[src/rtl/wwd_cfg.svh]
`ifndef WWD_CFG_SVH
`define WWD_CFG_SVH

// Register byte offsets.
`define WWD_OFS_MODE     12'h000
`define WWD_OFS_RELOAD   12'h004
`define WWD_OFS_FEED     12'h008
`define WWD_OFS_COUNT    12'h00c
`define WWD_OFS_CLKSEL   12'h010
`define WWD_OFS_WARN     12'h014
`define WWD_OFS_WINDOW   12'h018

// Mode register bit positions.
`define WWD_MODE_EN      0
`define WWD_MODE_RSTEN   1
`define WWD_MODE_TOF     2
`define WWD_MODE_WARNF   3
`define WWD_MODE_WINEN   4
`define WWD_MODE_RSTFLG  5

// Reset values.
`define WWD_RST_RELOAD   24'hffffff
`define WWD_RST_WARN     24'h000000
`define WWD_RST_WINDOW   24'hffffff
`define WWD_RST_CLKSEL   2'h0

// Smallest programmable count (256 ticks, zero included).
`define WWD_MIN_RELOAD   24'h0000ff

// Feed pair.
`define WWD_FEED_FIRST   8'haa
`define WWD_FEED_SECOND  8'h55

// Timing counts.
`define WWD_PRESCALE     4
`define WWD_RST_PULSE    4

`endif

[src/rtl/wwd_pkg.sv]
package wwd_pkg;

  typedef enum logic [1:0] {
    WWD_SRC_IRC,
    WWD_SRC_WDO,
    WWD_SRC_MAIN
  } wwd_src_type;

  typedef enum logic [1:0] {
    WWD_FEED_IDLE,
    WWD_FEED_ARMED
  } wwd_feed_type;

endpackage

[src/rtl/wwd_top.sv]
// Function
// - When enabled, counter expiry without reload asserts the system reset, or the interrupt when reset is off.
// - Enable is set-only by software; cleared by reset or watchdog event.
// - A wrong or broken feed sequence is a fault: reset or interrupt.
// - A flag records that the last chip reset came from the watchdog.
// - Programmable 24-bit counter clocked via prescaler from chosen clock.
// - Period is count times four clock periods; count 256 to 2^24.
// - Plain variant selects internal RC, watchdog oscillator or main clock.
// - Windowed variant selects only internal RC or watchdog oscillator.
// - With windowing on, feeds while the count is above the window value are faults.
// - Optional warning interrupt when the counter reaches a set point.
// - The watchdog reset is one of the chip reset sources.
//
// Implementation choices: the address map and register access over APB.
`timescale 1ns/10ps
`include "wwd_cfg.svh"

module wwd_top #(
  parameter int WINDOWED = 1
) (
  input  wire logic        sys_clk,     // 20 MHz bus clock
  input  wire logic        rst,         // Power-on, pin or brown-out reset
  input  wire logic        psel,        // APB select
  input  wire logic        penable,     // APB access phase
  input  wire logic        pwrite,      // APB direction
  input  wire logic [11:0] paddr,       // APB byte address
  input  wire logic [31:0] pwdata,      // APB write data
  output logic      [31:0] prdata,      // APB read data
  output logic             pready,      // APB ready
  output logic             pslverr,     // APB error on unmapped address
  input  wire logic        irc_clk_in,  // Internal RC oscillator
  input  wire logic        wdo_clk_in,  // Dedicated watchdog oscillator
  input  wire logic        main_clk_in, // Main clock
  output logic             chip_rst,    // Watchdog chip reset request
  output logic             wdt_irq      // Watchdog interrupt level
);
  import wwd_pkg::*;

  generate
    if (WINDOWED != 0 && WINDOWED != 1) begin : g_bad_param
      $error("WINDOWED must be 0 or 1");
    end
  endgenerate

  localparam logic [1:0] PRE_LAST = 2'(`WWD_PRESCALE - 1);
  localparam logic [2:0] PULSE_LAST = 3'(`WWD_RST_PULSE - 1);

  function automatic logic is_ofs(input logic [11:0] a,
                                  input logic [11:0] ofs);
    is_ofs = (a == ofs);
  endfunction

  logic [31:0]  prdata_ff;
  logic         pready_ff;
  logic         pslverr_ff;
  logic         en_ff;
  logic         rsten_ff;
  logic         winen_ff;
  logic         tof_ff;
  logic         warnf_ff;
  logic         rstflg_ff;
  logic [23:0]  reload_ff;
  logic [23:0]  warn_ff;
  logic [23:0]  window_ff;
  wwd_src_type  src_ff;
  wwd_feed_type feed_ff;
  logic [2:0]   irc_sync_ff;
  logic [2:0]   wdo_sync_ff;
  logic [2:0]   main_sync_ff;
  logic [1:0]   pre_ff;
  logic [23:0]  count_ff;
  logic         en_s1_ff;
  logic         en_s2_ff;
  logic         feed_s1_ff;
  logic         feed_s2_ff;
  logic [23:0]  load_s1_ff;
  logic [23:0]  load_s2_ff;
  logic         chip_rst_ff;
  logic [2:0]   pulse_ff;
  logic         wdt_irq_ff;

  logic         acc;
  logic         wr;
  logic         mapped;
  logic         feed_wr;
  logic         feed_ok;
  logic         feed_bad;
  logic         early;
  logic         tick;
  logic         src_edge;
  logic         timeout;
  logic         warn_hit;
  logic         fault;
  logic         event_any;
  logic         fire_rst;
  logic         fire_irq;
  logic         tof_clr;
  logic         warnf_clr;

  assign prdata  = prdata_ff;
  assign pready  = pready_ff;
  assign pslverr = pslverr_ff;
  assign chip_rst = chip_rst_ff;
  assign wdt_irq  = wdt_irq_ff;

  // An access completes on the edge where the slave shows ready.
  assign acc    = psel && penable && pready_ff;
  assign wr     = acc && pwrite;
  assign mapped = is_ofs(paddr, `WWD_OFS_MODE)   ||
                  is_ofs(paddr, `WWD_OFS_RELOAD) ||
                  is_ofs(paddr, `WWD_OFS_FEED)   ||
                  is_ofs(paddr, `WWD_OFS_COUNT)  ||
                  is_ofs(paddr, `WWD_OFS_CLKSEL) ||
                  is_ofs(paddr, `WWD_OFS_WARN)   ||
                  is_ofs(paddr, `WWD_OFS_WINDOW);

  // Feed sequencing: second value must be the next mapped access after the first.
  assign feed_wr = wr && is_ofs(paddr, `WWD_OFS_FEED);
  assign feed_ok = feed_wr && (feed_ff == WWD_FEED_ARMED) &&
                   (pwdata[7:0] == `WWD_FEED_SECOND);
  assign feed_bad = acc && mapped && (feed_ff == WWD_FEED_ARMED) &&
                    !feed_ok;
  // Count runs down, so a count above the window value is too early.
  assign early = winen_ff && (count_ff > window_ff);
  assign fault = en_ff && (feed_bad || (feed_ok && early));

  assign src_edge = (src_ff == WWD_SRC_IRC)  ? (irc_sync_ff[1] &&
                                                !irc_sync_ff[2]) :
                    (src_ff == WWD_SRC_WDO)  ? (wdo_sync_ff[1] &&
                                                !wdo_sync_ff[2]) :
                    (main_sync_ff[1] && !main_sync_ff[2]);
  assign tick     = src_edge && (pre_ff == PRE_LAST);
  assign timeout  = en_s2_ff && tick && (count_ff == 24'h000000);
  assign warn_hit = en_s2_ff && tick && (count_ff == warn_ff) &&
                    (warn_ff != 24'h000000);
  assign event_any = timeout || fault;
  assign fire_rst  = event_any && rsten_ff;
  assign fire_irq  = event_any && !rsten_ff;

  assign tof_clr   = wr && is_ofs(paddr, `WWD_OFS_MODE) &&
                     pwdata[`WWD_MODE_TOF];
  assign warnf_clr = wr && is_ofs(paddr, `WWD_OFS_MODE) &&
                     pwdata[`WWD_MODE_WARNF];

  // APB slave: data and ready prepared in the setup cycle, so every
  // access is answered in its first access-phase cycle.
  always_ff @(posedge sys_clk or posedge rst) begin
    if (rst) begin
      pready_ff  <= 1'b0;
      pslverr_ff <= 1'b0;
      prdata_ff  <= 32'h00000000;
    end else if (psel && !penable) begin
      pready_ff  <= 1'b1;
      pslverr_ff <= !mapped;
      prdata_ff  <= 32'h00000000;
      if (!pwrite) begin
        if (is_ofs(paddr, `WWD_OFS_MODE)) begin
          prdata_ff <= {26'h0000000, rstflg_ff, winen_ff, warnf_ff,
                        tof_ff, rsten_ff, en_ff};
        end else if (is_ofs(paddr, `WWD_OFS_RELOAD)) begin
          prdata_ff <= {8'h00, reload_ff};
        end else if (is_ofs(paddr, `WWD_OFS_COUNT)) begin
          prdata_ff <= {8'h00, count_ff};
        end else if (is_ofs(paddr, `WWD_OFS_CLKSEL)) begin
          prdata_ff <= {30'h00000000, src_ff};
        end else if (is_ofs(paddr, `WWD_OFS_WARN)) begin
          prdata_ff <= {8'h00, warn_ff};
        end else if (is_ofs(paddr, `WWD_OFS_WINDOW)) begin
          prdata_ff <= {8'h00, window_ff};
        end
      end
    end else begin
      pready_ff  <= 1'b0;
      pslverr_ff <= 1'b0;
    end
  end

  // Enable may only be set by software; a watchdog event drops it.
  always_ff @(posedge sys_clk or posedge rst) begin
    if (rst) begin
      en_ff <= 1'b0;
    end else if (event_any) begin
      en_ff <= 1'b0;
    end else if (wr && is_ofs(paddr, `WWD_OFS_MODE) &&
                 pwdata[`WWD_MODE_EN]) begin
      en_ff <= 1'b1;
    end
  end

  // Plain configuration registers.
  always_ff @(posedge sys_clk or posedge rst) begin
    if (rst) begin
      rsten_ff  <= 1'b0;
      winen_ff  <= 1'b0;
      reload_ff <= `WWD_RST_RELOAD;
      warn_ff   <= `WWD_RST_WARN;
      window_ff <= `WWD_RST_WINDOW;
    end else if (wr) begin
      if (is_ofs(paddr, `WWD_OFS_MODE)) begin
        rsten_ff <= pwdata[`WWD_MODE_RSTEN];
        winen_ff <= pwdata[`WWD_MODE_WINEN] && (WINDOWED == 1);
      end
      if (is_ofs(paddr, `WWD_OFS_RELOAD)) begin
        // Counts below the floor are raised to it.
        reload_ff <= (pwdata[23:0] < `WWD_MIN_RELOAD) ?
                     `WWD_MIN_RELOAD : pwdata[23:0];
      end
      if (is_ofs(paddr, `WWD_OFS_WARN)) begin
        warn_ff <= pwdata[23:0];
      end
      if (is_ofs(paddr, `WWD_OFS_WINDOW)) begin
        window_ff <= pwdata[23:0];
      end
    end
  end

  // Clock source select; the windowed variant has no main clock choice.
  always_ff @(posedge sys_clk or posedge rst) begin
    if (rst) begin
      src_ff <= wwd_src_type'(`WWD_RST_CLKSEL);
    end else if (wr && is_ofs(paddr, `WWD_OFS_CLKSEL)) begin
      if (pwdata[1:0] == 2'h0) begin
        src_ff <= WWD_SRC_IRC;
      end else if (pwdata[1:0] == 2'h1) begin
        src_ff <= WWD_SRC_WDO;
      end else if (pwdata[1:0] == 2'h2 && WINDOWED == 0) begin
        src_ff <= WWD_SRC_MAIN;
      end else begin
        src_ff <= src_ff;
      end
    end
  end

  // Feed sequence state.
  always_ff @(posedge sys_clk or posedge rst) begin
    if (rst) begin
      feed_ff <= WWD_FEED_IDLE;
    end else begin
      case (feed_ff)
        WWD_FEED_IDLE: begin
          if (feed_wr && pwdata[7:0] == `WWD_FEED_FIRST) begin
            feed_ff <= WWD_FEED_ARMED;
          end
        end
        WWD_FEED_ARMED: begin
          if (acc && mapped) begin
            feed_ff <= WWD_FEED_IDLE;
          end
        end
        default: begin
          feed_ff <= WWD_FEED_IDLE;
        end
      endcase
    end
  end

  // Event flags; a new event wins over a clear in the same cycle.
  always_ff @(posedge sys_clk or posedge rst) begin
    if (rst) begin
      tof_ff   <= 1'b0;
      warnf_ff <= 1'b0;
    end else begin
      tof_ff   <= fire_irq || (tof_ff && !tof_clr);
      warnf_ff <= warn_hit || (warnf_ff && !warnf_clr);
    end
  end

  // Of the resets, only the outside ones clear this flag, so it survives the
  // watchdog's own chip reset. Software clears it by writing one.
  always_ff @(posedge sys_clk or posedge rst) begin
    if (rst) begin
      rstflg_ff <= 1'b0;
    end else if (fire_rst) begin
      rstflg_ff <= 1'b1;
    end else if (wr && is_ofs(paddr, `WWD_OFS_MODE) &&
                 pwdata[`WWD_MODE_RSTFLG]) begin
      rstflg_ff <= 1'b0;
    end
  end

  // Oscillator pins: two flops before use, third for edge detection.
  always_ff @(posedge sys_clk or posedge rst) begin
    if (rst) begin
      irc_sync_ff  <= 3'h0;
      wdo_sync_ff  <= 3'h0;
      main_sync_ff <= 3'h0;
    end else begin
      irc_sync_ff  <= {irc_sync_ff[1:0], irc_clk_in};
      wdo_sync_ff  <= {wdo_sync_ff[1:0], wdo_clk_in};
      main_sync_ff <= {main_sync_ff[1:0], main_clk_in};
    end
  end

  // Fixed divide-by-four prescaler on watchdog clock edges.
  always_ff @(posedge sys_clk or posedge rst) begin
    if (rst) begin
      pre_ff <= 2'h0;
    end else if (!en_s2_ff) begin
      pre_ff <= 2'h0;
    end else if (src_edge) begin
      pre_ff <= pre_ff + 2'h1;
    end
  end

  // Enable and reload pass two stages before steering the counter.
  always_ff @(posedge sys_clk or posedge rst) begin
    if (rst) begin
      en_s1_ff   <= 1'b0;
      en_s2_ff   <= 1'b0;
      feed_s1_ff <= 1'b0;
      feed_s2_ff <= 1'b0;
      load_s1_ff <= `WWD_RST_RELOAD;
      load_s2_ff <= `WWD_RST_RELOAD;
    end else begin
      en_s1_ff   <= en_ff;
      en_s2_ff   <= en_s1_ff && en_ff;
      feed_s1_ff <= (feed_ok && !fault) || (en_ff && !en_s1_ff);
      feed_s2_ff <= feed_s1_ff;
      load_s1_ff <= reload_ff;
      load_s2_ff <= load_s1_ff;
    end
  end

  // The 24-bit down-counter; a completed feed reloads it.
  always_ff @(posedge sys_clk or posedge rst) begin
    if (rst) begin
      count_ff <= `WWD_RST_RELOAD;
    end else if (feed_s2_ff) begin
      count_ff <= load_s2_ff;
    end else if (event_any) begin
      count_ff <= load_s2_ff;
    end else if (tick && en_s2_ff && count_ff != 24'h000000) begin
      count_ff <= count_ff - 24'h000001;
    end
  end

  // Chip reset request, held for a few cycles to reach every block.
  always_ff @(posedge sys_clk or posedge rst) begin
    if (rst) begin
      chip_rst_ff <= 1'b0;
      pulse_ff    <= 3'h0;
    end else if (fire_rst) begin
      chip_rst_ff <= 1'b1;
      pulse_ff    <= 3'h0;
    end else if (chip_rst_ff) begin
      pulse_ff <= pulse_ff + 3'h1;
      if (pulse_ff == PULSE_LAST) begin
        chip_rst_ff <= 1'b0;
      end
    end
  end

  // Interrupt level follows the sticky flags.
  always_ff @(posedge sys_clk or posedge rst) begin
    if (rst) begin
      wdt_irq_ff <= 1'b0;
    end else begin
      wdt_irq_ff <= tof_ff || warnf_ff;
    end
  end

endmodule

[config.mk]
export PLATFORM = sky130hd
export DESIGN_NAME = wwd_top
export DESIGN_NICKNAME = d
export VERILOG_FILES = /design/src/rtl/wwd_pkg.sv /design/src/rtl/wwd_top.sv
export VERILOG_INCLUDE_DIRS = /design/src /design/src/rtl
export SDC_FILE = /design/constraint.sdc
export NUM_CORES = 1
export LEC_CHECK = 0
export BUFFER_PORTS_ARGS = -buffer_cell sky130_fd_sc_hd__buf_2
export CAP_MARGIN = 20
export CORE_MARGIN = 3
export CORE_UTILIZATION = 45
export CTS_CLUSTER_SIZE = 10
export DETAILED_ROUTE_END_ITERATION = 12
export PLACE_DENSITY_LB_ADDON = 0.2
export SLEW_MARGIN = 20
export SYNTH_ARGS = -nofsm -noshare
export SYNTH_HDL_FRONTEND = slang
export SYNTH_SLANG_ARGS = --single-unit
[constraint.sdc]
create_clock -name sys_clk -period 9.71 [get_ports sys_clk]
set_clock_uncertainty 0.1 [all_clocks]
set_input_delay 2.4275 -clock sys_clk [delete_from_list [all_inputs] [get_ports sys_clk]]
set_output_delay 2.4275 -clock sys_clk [all_outputs]
set_load 0.01 [all_outputs]
# ---- Word level (Yosys, flattened, before mapping)
# Cells that the tools add are included.
dict set report totals {
  ff_bits 208
  input_bits 52
  out_inout_bits 36
  elab_cells 158
}
dict set report op_classes {
  n_addsub 3
  order_cmp 2
  eq_ne 17
  mux 31
  reduce_logical 77
}
# op count
set op_table {}
lappend op_table {{24-bit two-way mux} 11}
lappend op_table {{24-bit nonzero test} 2}
lappend op_table {{12-bit by 5-bit equality test with 1-bit output, second input constant} 3}
lappend op_table {{1-bit logical AND} 36}
lappend op_table {{12-bit by 4-bit equality test with 1-bit output, second input constant} 2}
lappend op_table {{24-bit equality test} 1}
lappend op_table {{24-bit > comparator} 1}
lappend op_table {{24-bit logical NOT} 1}
lappend op_table {{24-bit by 8-bit < comparator with 1-bit output, second input constant} 1}
lappend op_table {{24-bit by 1-bit subtractor with 24-bit output, second input constant} 1}
lappend op_table {{12-bit by 3-bit equality test with 1-bit output, second input constant} 1}
lappend op_table {{12-bit logical NOT} 1}
lappend op_table {{1-bit logical OR} 12}
lappend op_table {{2-bit two-way mux} 6}
lappend op_table {{2-bit AND reduction} 6}
lappend op_table {{1-bit logical NOT} 11}
lappend op_table {{1-bit two-way mux} 11}
lappend op_table {{8-bit by 7-bit equality test with 1-bit output, second input constant} 1}
lappend op_table {{8-bit equality test, second input constant} 1}
lappend op_table {{2-bit nonzero test} 4}
lappend op_table {{2-bit by 1-bit equality test with 1-bit output, second input constant} 3}
lappend op_table {{2-bit logical NOT} 3}
lappend op_table {{3-bit two-way mux} 2}
lappend op_table {{2-bit by 1-bit != test with 1-bit output, second input constant} 2}
lappend op_table {{other kinds (7)} 7}

# ---- Longest topological paths before layout
# Gate-level depths: netlist of the first run.
dict set report depth {
  depth_word 15
  ltp_mapped 11
  mapped_depth_nobuf 9
}

# ---- Worst setup path after synthesis of the first run
# No wires, ideal clock.
dict set report synth_timing {
  path_kind {input -> register}
  start {input port pwdata[3]}
  end {register count_ff[15]}
  setup_ps 82
  t_arrival_ps 4565
  required_ps 9528
  setup_slack_ps 4963
  path_stages 7
  path_buffers 0
  cell_sequence {or4b_1 -> nor4_1 -> or4b_1 -> a221oi_1 -> o21ai_1 -> nor2_2 -> mux2_2}
}
dict set report synth_via {
  elab_chain_cells 9
  word_cells_on_any_way 11
  classes_between {eq/ne: 1; mux: 2; reduce/logical: 8}
}
# item line
set synth_lines {}
lappend synth_lines {{start: declaration} wwd_top.sv:27} ;# input wire logic [31:0] pwdata,
lappend synth_lines {{8-bit by 7-bit equality test with 1-bit output (no line) (*)} --}
lappend synth_lines {{1-bit logical AND (*)} wwd_top.sv:119} ;# assign feed_ok = feed_wr && (feed_ff == WWD_FEED_ARMED) &&
lappend synth_lines {{1-bit logical NOT} wwd_top.sv:122} ;# !feed_ok;
lappend synth_lines {{1-bit logical AND} wwd_top.sv:121} ;# assign feed_bad = acc && mapped && (feed_ff == WWD_FEED_ARMED) &&
lappend synth_lines {{1-bit logical OR (*)} wwd_top.sv:125} ;# assign fault = en_ff && (feed_bad || (feed_ok && early));
lappend synth_lines {{1-bit logical AND (*)} wwd_top.sv:125}
lappend synth_lines {{1-bit logical OR (*)} wwd_top.sv:136} ;# assign event_any = timeout || fault;
lappend synth_lines {{24-bit two-way mux} wwd_top.sv:330} ;# end else if (event_any) begin
lappend synth_lines {{24-bit two-way mux} wwd_top.sv:328} ;# end else if (feed_s2_ff) begin
lappend synth_lines {{end signal: assignment} wwd_top.sv:327} ;# count_ff <= `WWD_RST_RELOAD;
lappend synth_lines {{end signal: assignment} wwd_top.sv:329} ;# count_ff <= load_s2_ff;
lappend synth_lines {{end signal: assignment} wwd_top.sv:331} ;# count_ff <= load_s2_ff;
lappend synth_lines {{end: declaration} wwd_top.sv:71} ;# logic [23:0] count_ff;
# Mark *: on every way between the ends. The rest lies on a longest branch, timed or not.
# A chain may end at the register's enable or synchronous reset.

# ---- Worst setup path in the final report of the first run
dict set report layout_timing {
  start {input port pwdata[3]}
  end {register count_ff[19]}
}
# The elaborated chain is that of the path after synthesis.

==> flow_summary.json, run 1 <==
{
  "crit_path_start": "pwdata[3]",
  "avgSynthCellArea_sq_um": 11.33,
  "diodes": 0,
  "p_leak_nw": 4.595,
  "drc_errors": 0,
  "outcome": "finished, final reports clean",
  "synth_xor_area_frac": 0.02763,
  "synthAdderAreaFrac": 0.03811,
  "clk_path_buf_depth": 2,
  "grt_pass1_vias": 6675,
  "cts.sinks": 195,
  "power.density_nw_per_um2": 149.7,
  "timing.max_cap.violations": 0,
  "synthMuxAreaShare": 0.07894,
  "ys_ff_latch": 195,
  "wire_per_inst_um": 21.27,
  "initial_utilization": 0.4647,
  "drv_slew": 0,
  "slew_headroom": 0.2540,
  "hp-start": "feed_s1_ff",
  "place.gp.congestion": 0.8973,
  "final_hold_viol_count": 0,
  "cts_tree": "built",
  "power_mw": 1.540,
  "fin_crit_ns": 5.476,
  "path_clk_slew_ns": 0.07,
  "yosysWarnings": 0,
  "die_w_um": 148.9,
  "multiInputGateArea_sq_um": 3794,
  "cts-root-buf": "clkbuf_16",
  "io_buffers": 70,
  "finalSetupViolations": 0,
  "drtAntennaViolNets": 0,
  "use_met1": 0.3284,
  "timing.setup.tns_ns": 0,
  "max-vdd-ir-drop_mv": 0.1162,
  "end_kind": "register",
  "final_cell_area_sq_um": 10290,
  "ctsResizeCount": 0,
  "die_area_sq_um": 22180,
  "synth.cell_area_sq_um": 9193,
  "max_clock_freq_mhz": 182.6,
  "rows": 51,
  "synth_top_family_by_area": "compound AO/OA/AOI/OAI gates",
  "placedInstanceArea_sq_um": 9739,
  "synthCells": 811,
  "core_sq_um": 19780,
  "finalCritPeriodShare": 0.5639,
  "synth-seq-area-share": 0.5472,
  "use_met3": 0.04619,
  "async_reset_ff_frac": 1.000,
  "worstMarginPinSlew_ns": 1.119,
  "yosys.area_share.simple": 0.1224,
  "num_vias": 6707,
  "synth_compound_area_frac": 0.1403,
  "avgViaCountPerCell": 5.873,
  "clock_latency_ns": 0.44,
  "nets": 944,
  "drive_above_1_share": 0.3535,
  "antenna_found_initial": 0,
  "overflow": 0,
  "ys_types": 72,
  "finalWirelength_um": 24290,
  "fill_cells": 1843,
  "hold_buffers": 0,
  "mostFrequentLayoutCells": "dfstp_2 (120), dfrtp_1 (75), buf_2 (70)",
  "critPathKind": "in -> reg",
  "cts_max_level": 4,
  "critical_path_peak_fanout": 23,
  "die_h_um": 148.9,
  "io_pins": 88,
  "grt-busiest-layer": "met2",
  "critical_path_required_ns": 9.97,
  "dp_hpwl_um": 16700,
  "post_cts_buffers": 0,
  "ys.flop_type": "dfstp_2",
  "synth_edf_count": 0,
  "cp.arrival_ns": 5.74,
  "critPathLaunchType": "primary input",
  "hp-class": "reg -> reg",
  "grt_first_pass_wirelength_um": 38340,
  "area_growth_pct": 11.96,
  "layout_commonest_cell": "dfstp_2",
  "numCtsBuffers": 17,
  "grt_start_max_net_pins": 129,
  "dr.pass1.iters": 7,
  "grtUsageMet2": 0.3465,
  "seq_area_sq_um": 5030,
  "rsz0062_at_grt": "no",
  "grt_usage": 0.2254,
  "r2r-start": "window_ff[23]",
  "first_iter_violations": 793
}
## synthesized netlist by cell type, drive strengths merged, types with 21 or more instances
cell type  instances  area (sq um)
o21ai             23         118.9
nand2             68         255.2
nor2              39         148.9
a21oi             51         255.2
a21o              21         157.7
a222oi            22         220.2
inv               43         161.4
clkbuf            31         116.4
ha                28         350.3
nor4              25         177.7
mux2              60         675.7
dfstp            120          3153
buf               21         136.4
dfrtp             75          1877
## layout make-up
type / count / share of cell area
repair buffers: 79 / 0.04060
well taps: 265 / 0.03221
inverters: 43 / 0.01641
flip-flops and latches: 195 / 0.4887
clock inverters: 14 / 0.01179
multi-input cells: 528 / 0.3686
clock buffers: 18 / 0.04170
## cell families after synthesis
logic type      Yosys count
buf+inv                  95
simple gates            215
fa+ha+maj                28
compound gates          183
flops                   195
other cells               1
xor+xnor                 29
mux                      65
## critical path, stage by stage
cell      delay (ns)
buf_2           0.13
or4b_1          0.53
nor4_1          0.33
or4b_1          0.47
a221oi_1        0.48
o21ai_1         0.10
buf_4           0.24
nor2_2          0.60
mux2_2          0.41
## final timing paths
| check | endpoint | slack [ns] | depth (start not counted) |
|---|---|---|---|
| worst min register to register | feed_s2_ff | 0.24 | 0 |
| min in group asynchronous | warn_ff[13] | 2.05 | 2 |
| worst max register to register | count_ff[19] | 5.79 | 10 |
| worst min-delay path | feed_s2_ff | 0.24 | 0 |
| worst max-delay path | count_ff[19] | 4.23 | 9 |
| max in group asynchronous | pre_ff[0] | 6.00 | 3 |
## state kept, by name, indices dropped and copies added, names as in the netlist, 2 cells and up
register and flops:
wdo_sync_ff 3, reload_ff 24, load_s2_ff 24, count_ff 24, load_s1_ff 24, prdata 24
warn_ff 24, irc_sync_ff 3, pre_ff 2, pulse_ff 3, window_ff 24
## power breakdown
group,internal (mW),switching (mW),total [mW]
registers,0.817,0.00195,0.819
logic,0.0139,0.0410,0.0549
clock network,0.337,0.329,0.666
total,1.17,0.372,1.54
## metrics by stage
step                utilization  cells  hold slack [ns]  setup slack [ns]
floorplan                     -    818           0.2312             2.069
global placement         0.4923   1110           0.2316             3.923
detailed placement       0.4923   1110           0.2358             3.931
CTS                      0.5202   1142           0.2478             4.354
global route             0.5203   1142           0.2548             4.013
finish                   0.5203   1142           0.2443             4.234
## per-layer routing
layer  vias to the layer above  part of all wire
li1                       3061                 -
met1                      3368              0.46
met2                       253              0.46
met3                        25             0.065
met4                         0             0.015
met5                         -                 0
No activity file was read; power rests on OpenSTA's default activity.
==> run 2: changes to the inputs <==
Clock period 9.71 ns to 5.1 ns, I/O delays scaled along.
==> flow_summary.json, run 2 (same netlist as run 1, synthesis figures left out) <==
{
  "hp-class": "reg -> reg",
  "fill_cells": 1784,
  "power.density_nw_per_um2": 287.7,
  "cts_tree": "built",
  "mostFrequentLayoutCells": "dfstp_2 (120), dfrtp_1 (75), buf_2 (70)",
  "critical_path_required_ns": 5.37,
  "ctsResizeCount": 0,
  "timing.max_cap.violations": 0,
  "clock_latency_ns": 0.44,
  "hold_buffers": 0,
  "hp-start": "load_s1_ff[2]",
  "fin_crit_ns": 3.774,
  "grt_start_max_net_pins": 196,
  "antenna_found_initial": 0,
  "grt_first_pass_wirelength_um": 38130,
  "r2r-start": "count_ff[2]",
  "drive_above_1_share": 0.3593,
  "utilization": 0.5271,
  "die_area_sq_um": 22180,
  "finalCritPeriodShare": 0.7400,
  "placedInstanceArea_sq_um": 9801,
  "cts.sinks": 195,
  "num_vias": 6792,
  "rsz0062_at_grt": "no",
  "path_common_cell": "or4b_1",
  "drc_errors": 0,
  "avgViaCountPerCell": 5.906,
  "drv_slew": 0,
  "finalWirelength_um": 24160,
  "end_kind": "register",
  "first_iter_violations": 742,
  "area_growth_pct": 13.43,
  "die_h_um": 148.9,
  "clkPwrFrac": 0.444,
  "worstMarginPinSlew_ns": 0.8501,
  "place.gp.congestion": 0.8962,
  "final_cell_area_sq_um": 10430,
  "path_clk_slew_ns": 0.08,
  "path_cells": "buf_2 > or4b_1 > nor4_1 > or4b_1 > a221oi_1 > o21ai_1 > nor2_2 > mux2_2",
  "switchingPower_uw": 742.5,
  "final_hold_viol_count": 0,
  "rows": 51,
  "grt_pass1_vias": 6604,
  "drtAntennaViolNets": 0,
  "core_sq_um": 19780,
  "crit_path_start": "pwdata[3]",
  "io_pins": 88,
  "max_stage_delay_ns": 0.53,
  "diodes": 0,
  "cts-root-buf": "clkbuf_16",
  "layout_commonest_cell": "dfstp_2",
  "critPathLaunchType": "primary input",
  "critPathKind": "in -> reg",
  "p_seq_frac": 0.520,
  "numCtsBuffers": 17,
  "comb_power_share": 0.036,
  "outcome": "finished, final reports clean",
  "nets": 952,
  "max_clock_freq_mhz": 265.0,
  "post_cts_buffers": 0,
  "dr.pass1.iters": 6,
  "overflow": 0,
  "clk_path_buf_depth": 2,
  "die_w_um": 148.9,
  "initial_utilization": 0.4647,
  "critical_path_peak_fanout": 6,
  "cts_max_level": 4,
  "p_sw_frac": 0.2475,
  "grt_usage": 0.2226,
  "cp.arrival_ns": 4.04,
  "timing.setup.tns_ns": 0,
  "critPathSlowestCell": "or4b_1",
  "wire_per_inst_um": 21.01,
  "dp_hpwl_um": 16810,
  "max-vdd-ir-drop_mv": 0.2132,
  "finalSetupViolations": 0,
  "slew_headroom": 0.4290,
  "p_int_mw": 2.258,
  "io_buffers": 70,
  "p_leak_nw": 4.653
}
run 2: critical path, delay by kind of cell:
family	cells	cell delay (ns)
AOI/OAI and AO/OA	2	0.65
and+or+nand+nor	4	1.62
muxes	1	0.37
buffers and inverters	1	0.13
run 2: cell type report:
type / instances / area, sq um / area share
Clock buffer: 18 / 439.2 / 0.04212
Sequential cell: 195 / 5030 / 0.4824
Inverter: 43 / 165.2 / 0.01584
Clock inverter: 14 / 160.2 / 0.01536
Multi-Input combinational cell: 528 / 3791 / 0.3636
Timing Repair Buffer: 87 / 510.5 / 0.04896
Tap cell: 265 / 331.6 / 0.03180
run 2: path summary, 6_finish.rpt:
| path | end | slack (ns) | depth (start not counted) |
|---|---|---|---|
| setup / recovery | count_ff[19] | 1.33 | 8 |
| hold / removal | load_s2_ff[2] | 0.26 | 0 |
| setup reg to reg | count_ff[2] | 1.65 | 7 |
| hold reg to reg | load_s2_ff[2] | 0.26 | 0 |
| max in group asynchronous | prdata[19] | 3.14 | 4 |
| min in group asynchronous | prdata[4] | 0.80 | 3 |
run 2: power by group through the flow:
stage / combinational (mW) / clock, mW / sequential, mW
2_1_floorplan: 0.0614 / 0 / 1.58
3_3_place_gp: 0.107 / 0 / 1.59
3_5_place_dp: 0.108 / 0 / 1.59
4_1_cts: 0.108 / 1.35 / 1.56
5_1_grt: 0.121 / 1.43 / 1.56
6_report: 0.109 / 1.33 / 1.56
run 2: layer usage:
| metal | GRT usage | wire length (um) | up-vias |
|---|---|---|---|
| met2 | 0.3453 | 11110 | 253 |
| met3 | 0.03646 | 1464 | 29 |
| met5 | 0 | 0 | - |
| met1 | 0.3309 | 11230 | 3444 |
| met4 | 0.04989 | 348 | 0 |
| li1 | - | - | 3066 |
run 2: per-stage QoR:
stage	worst slack (ns)	instances	hold WS (ns)	power, mW
after floorplan	1.305	818	0.2312	1.645
after global placement	0.9335	1117	0.2317	1.692
after detailed placement	0.8741	1117	0.2364	1.693
after CTS	1.320	1149	0.2569	3.020
after global routing	1.073	1150	0.2554	3.106
final	1.326	1150	0.2554	3.000
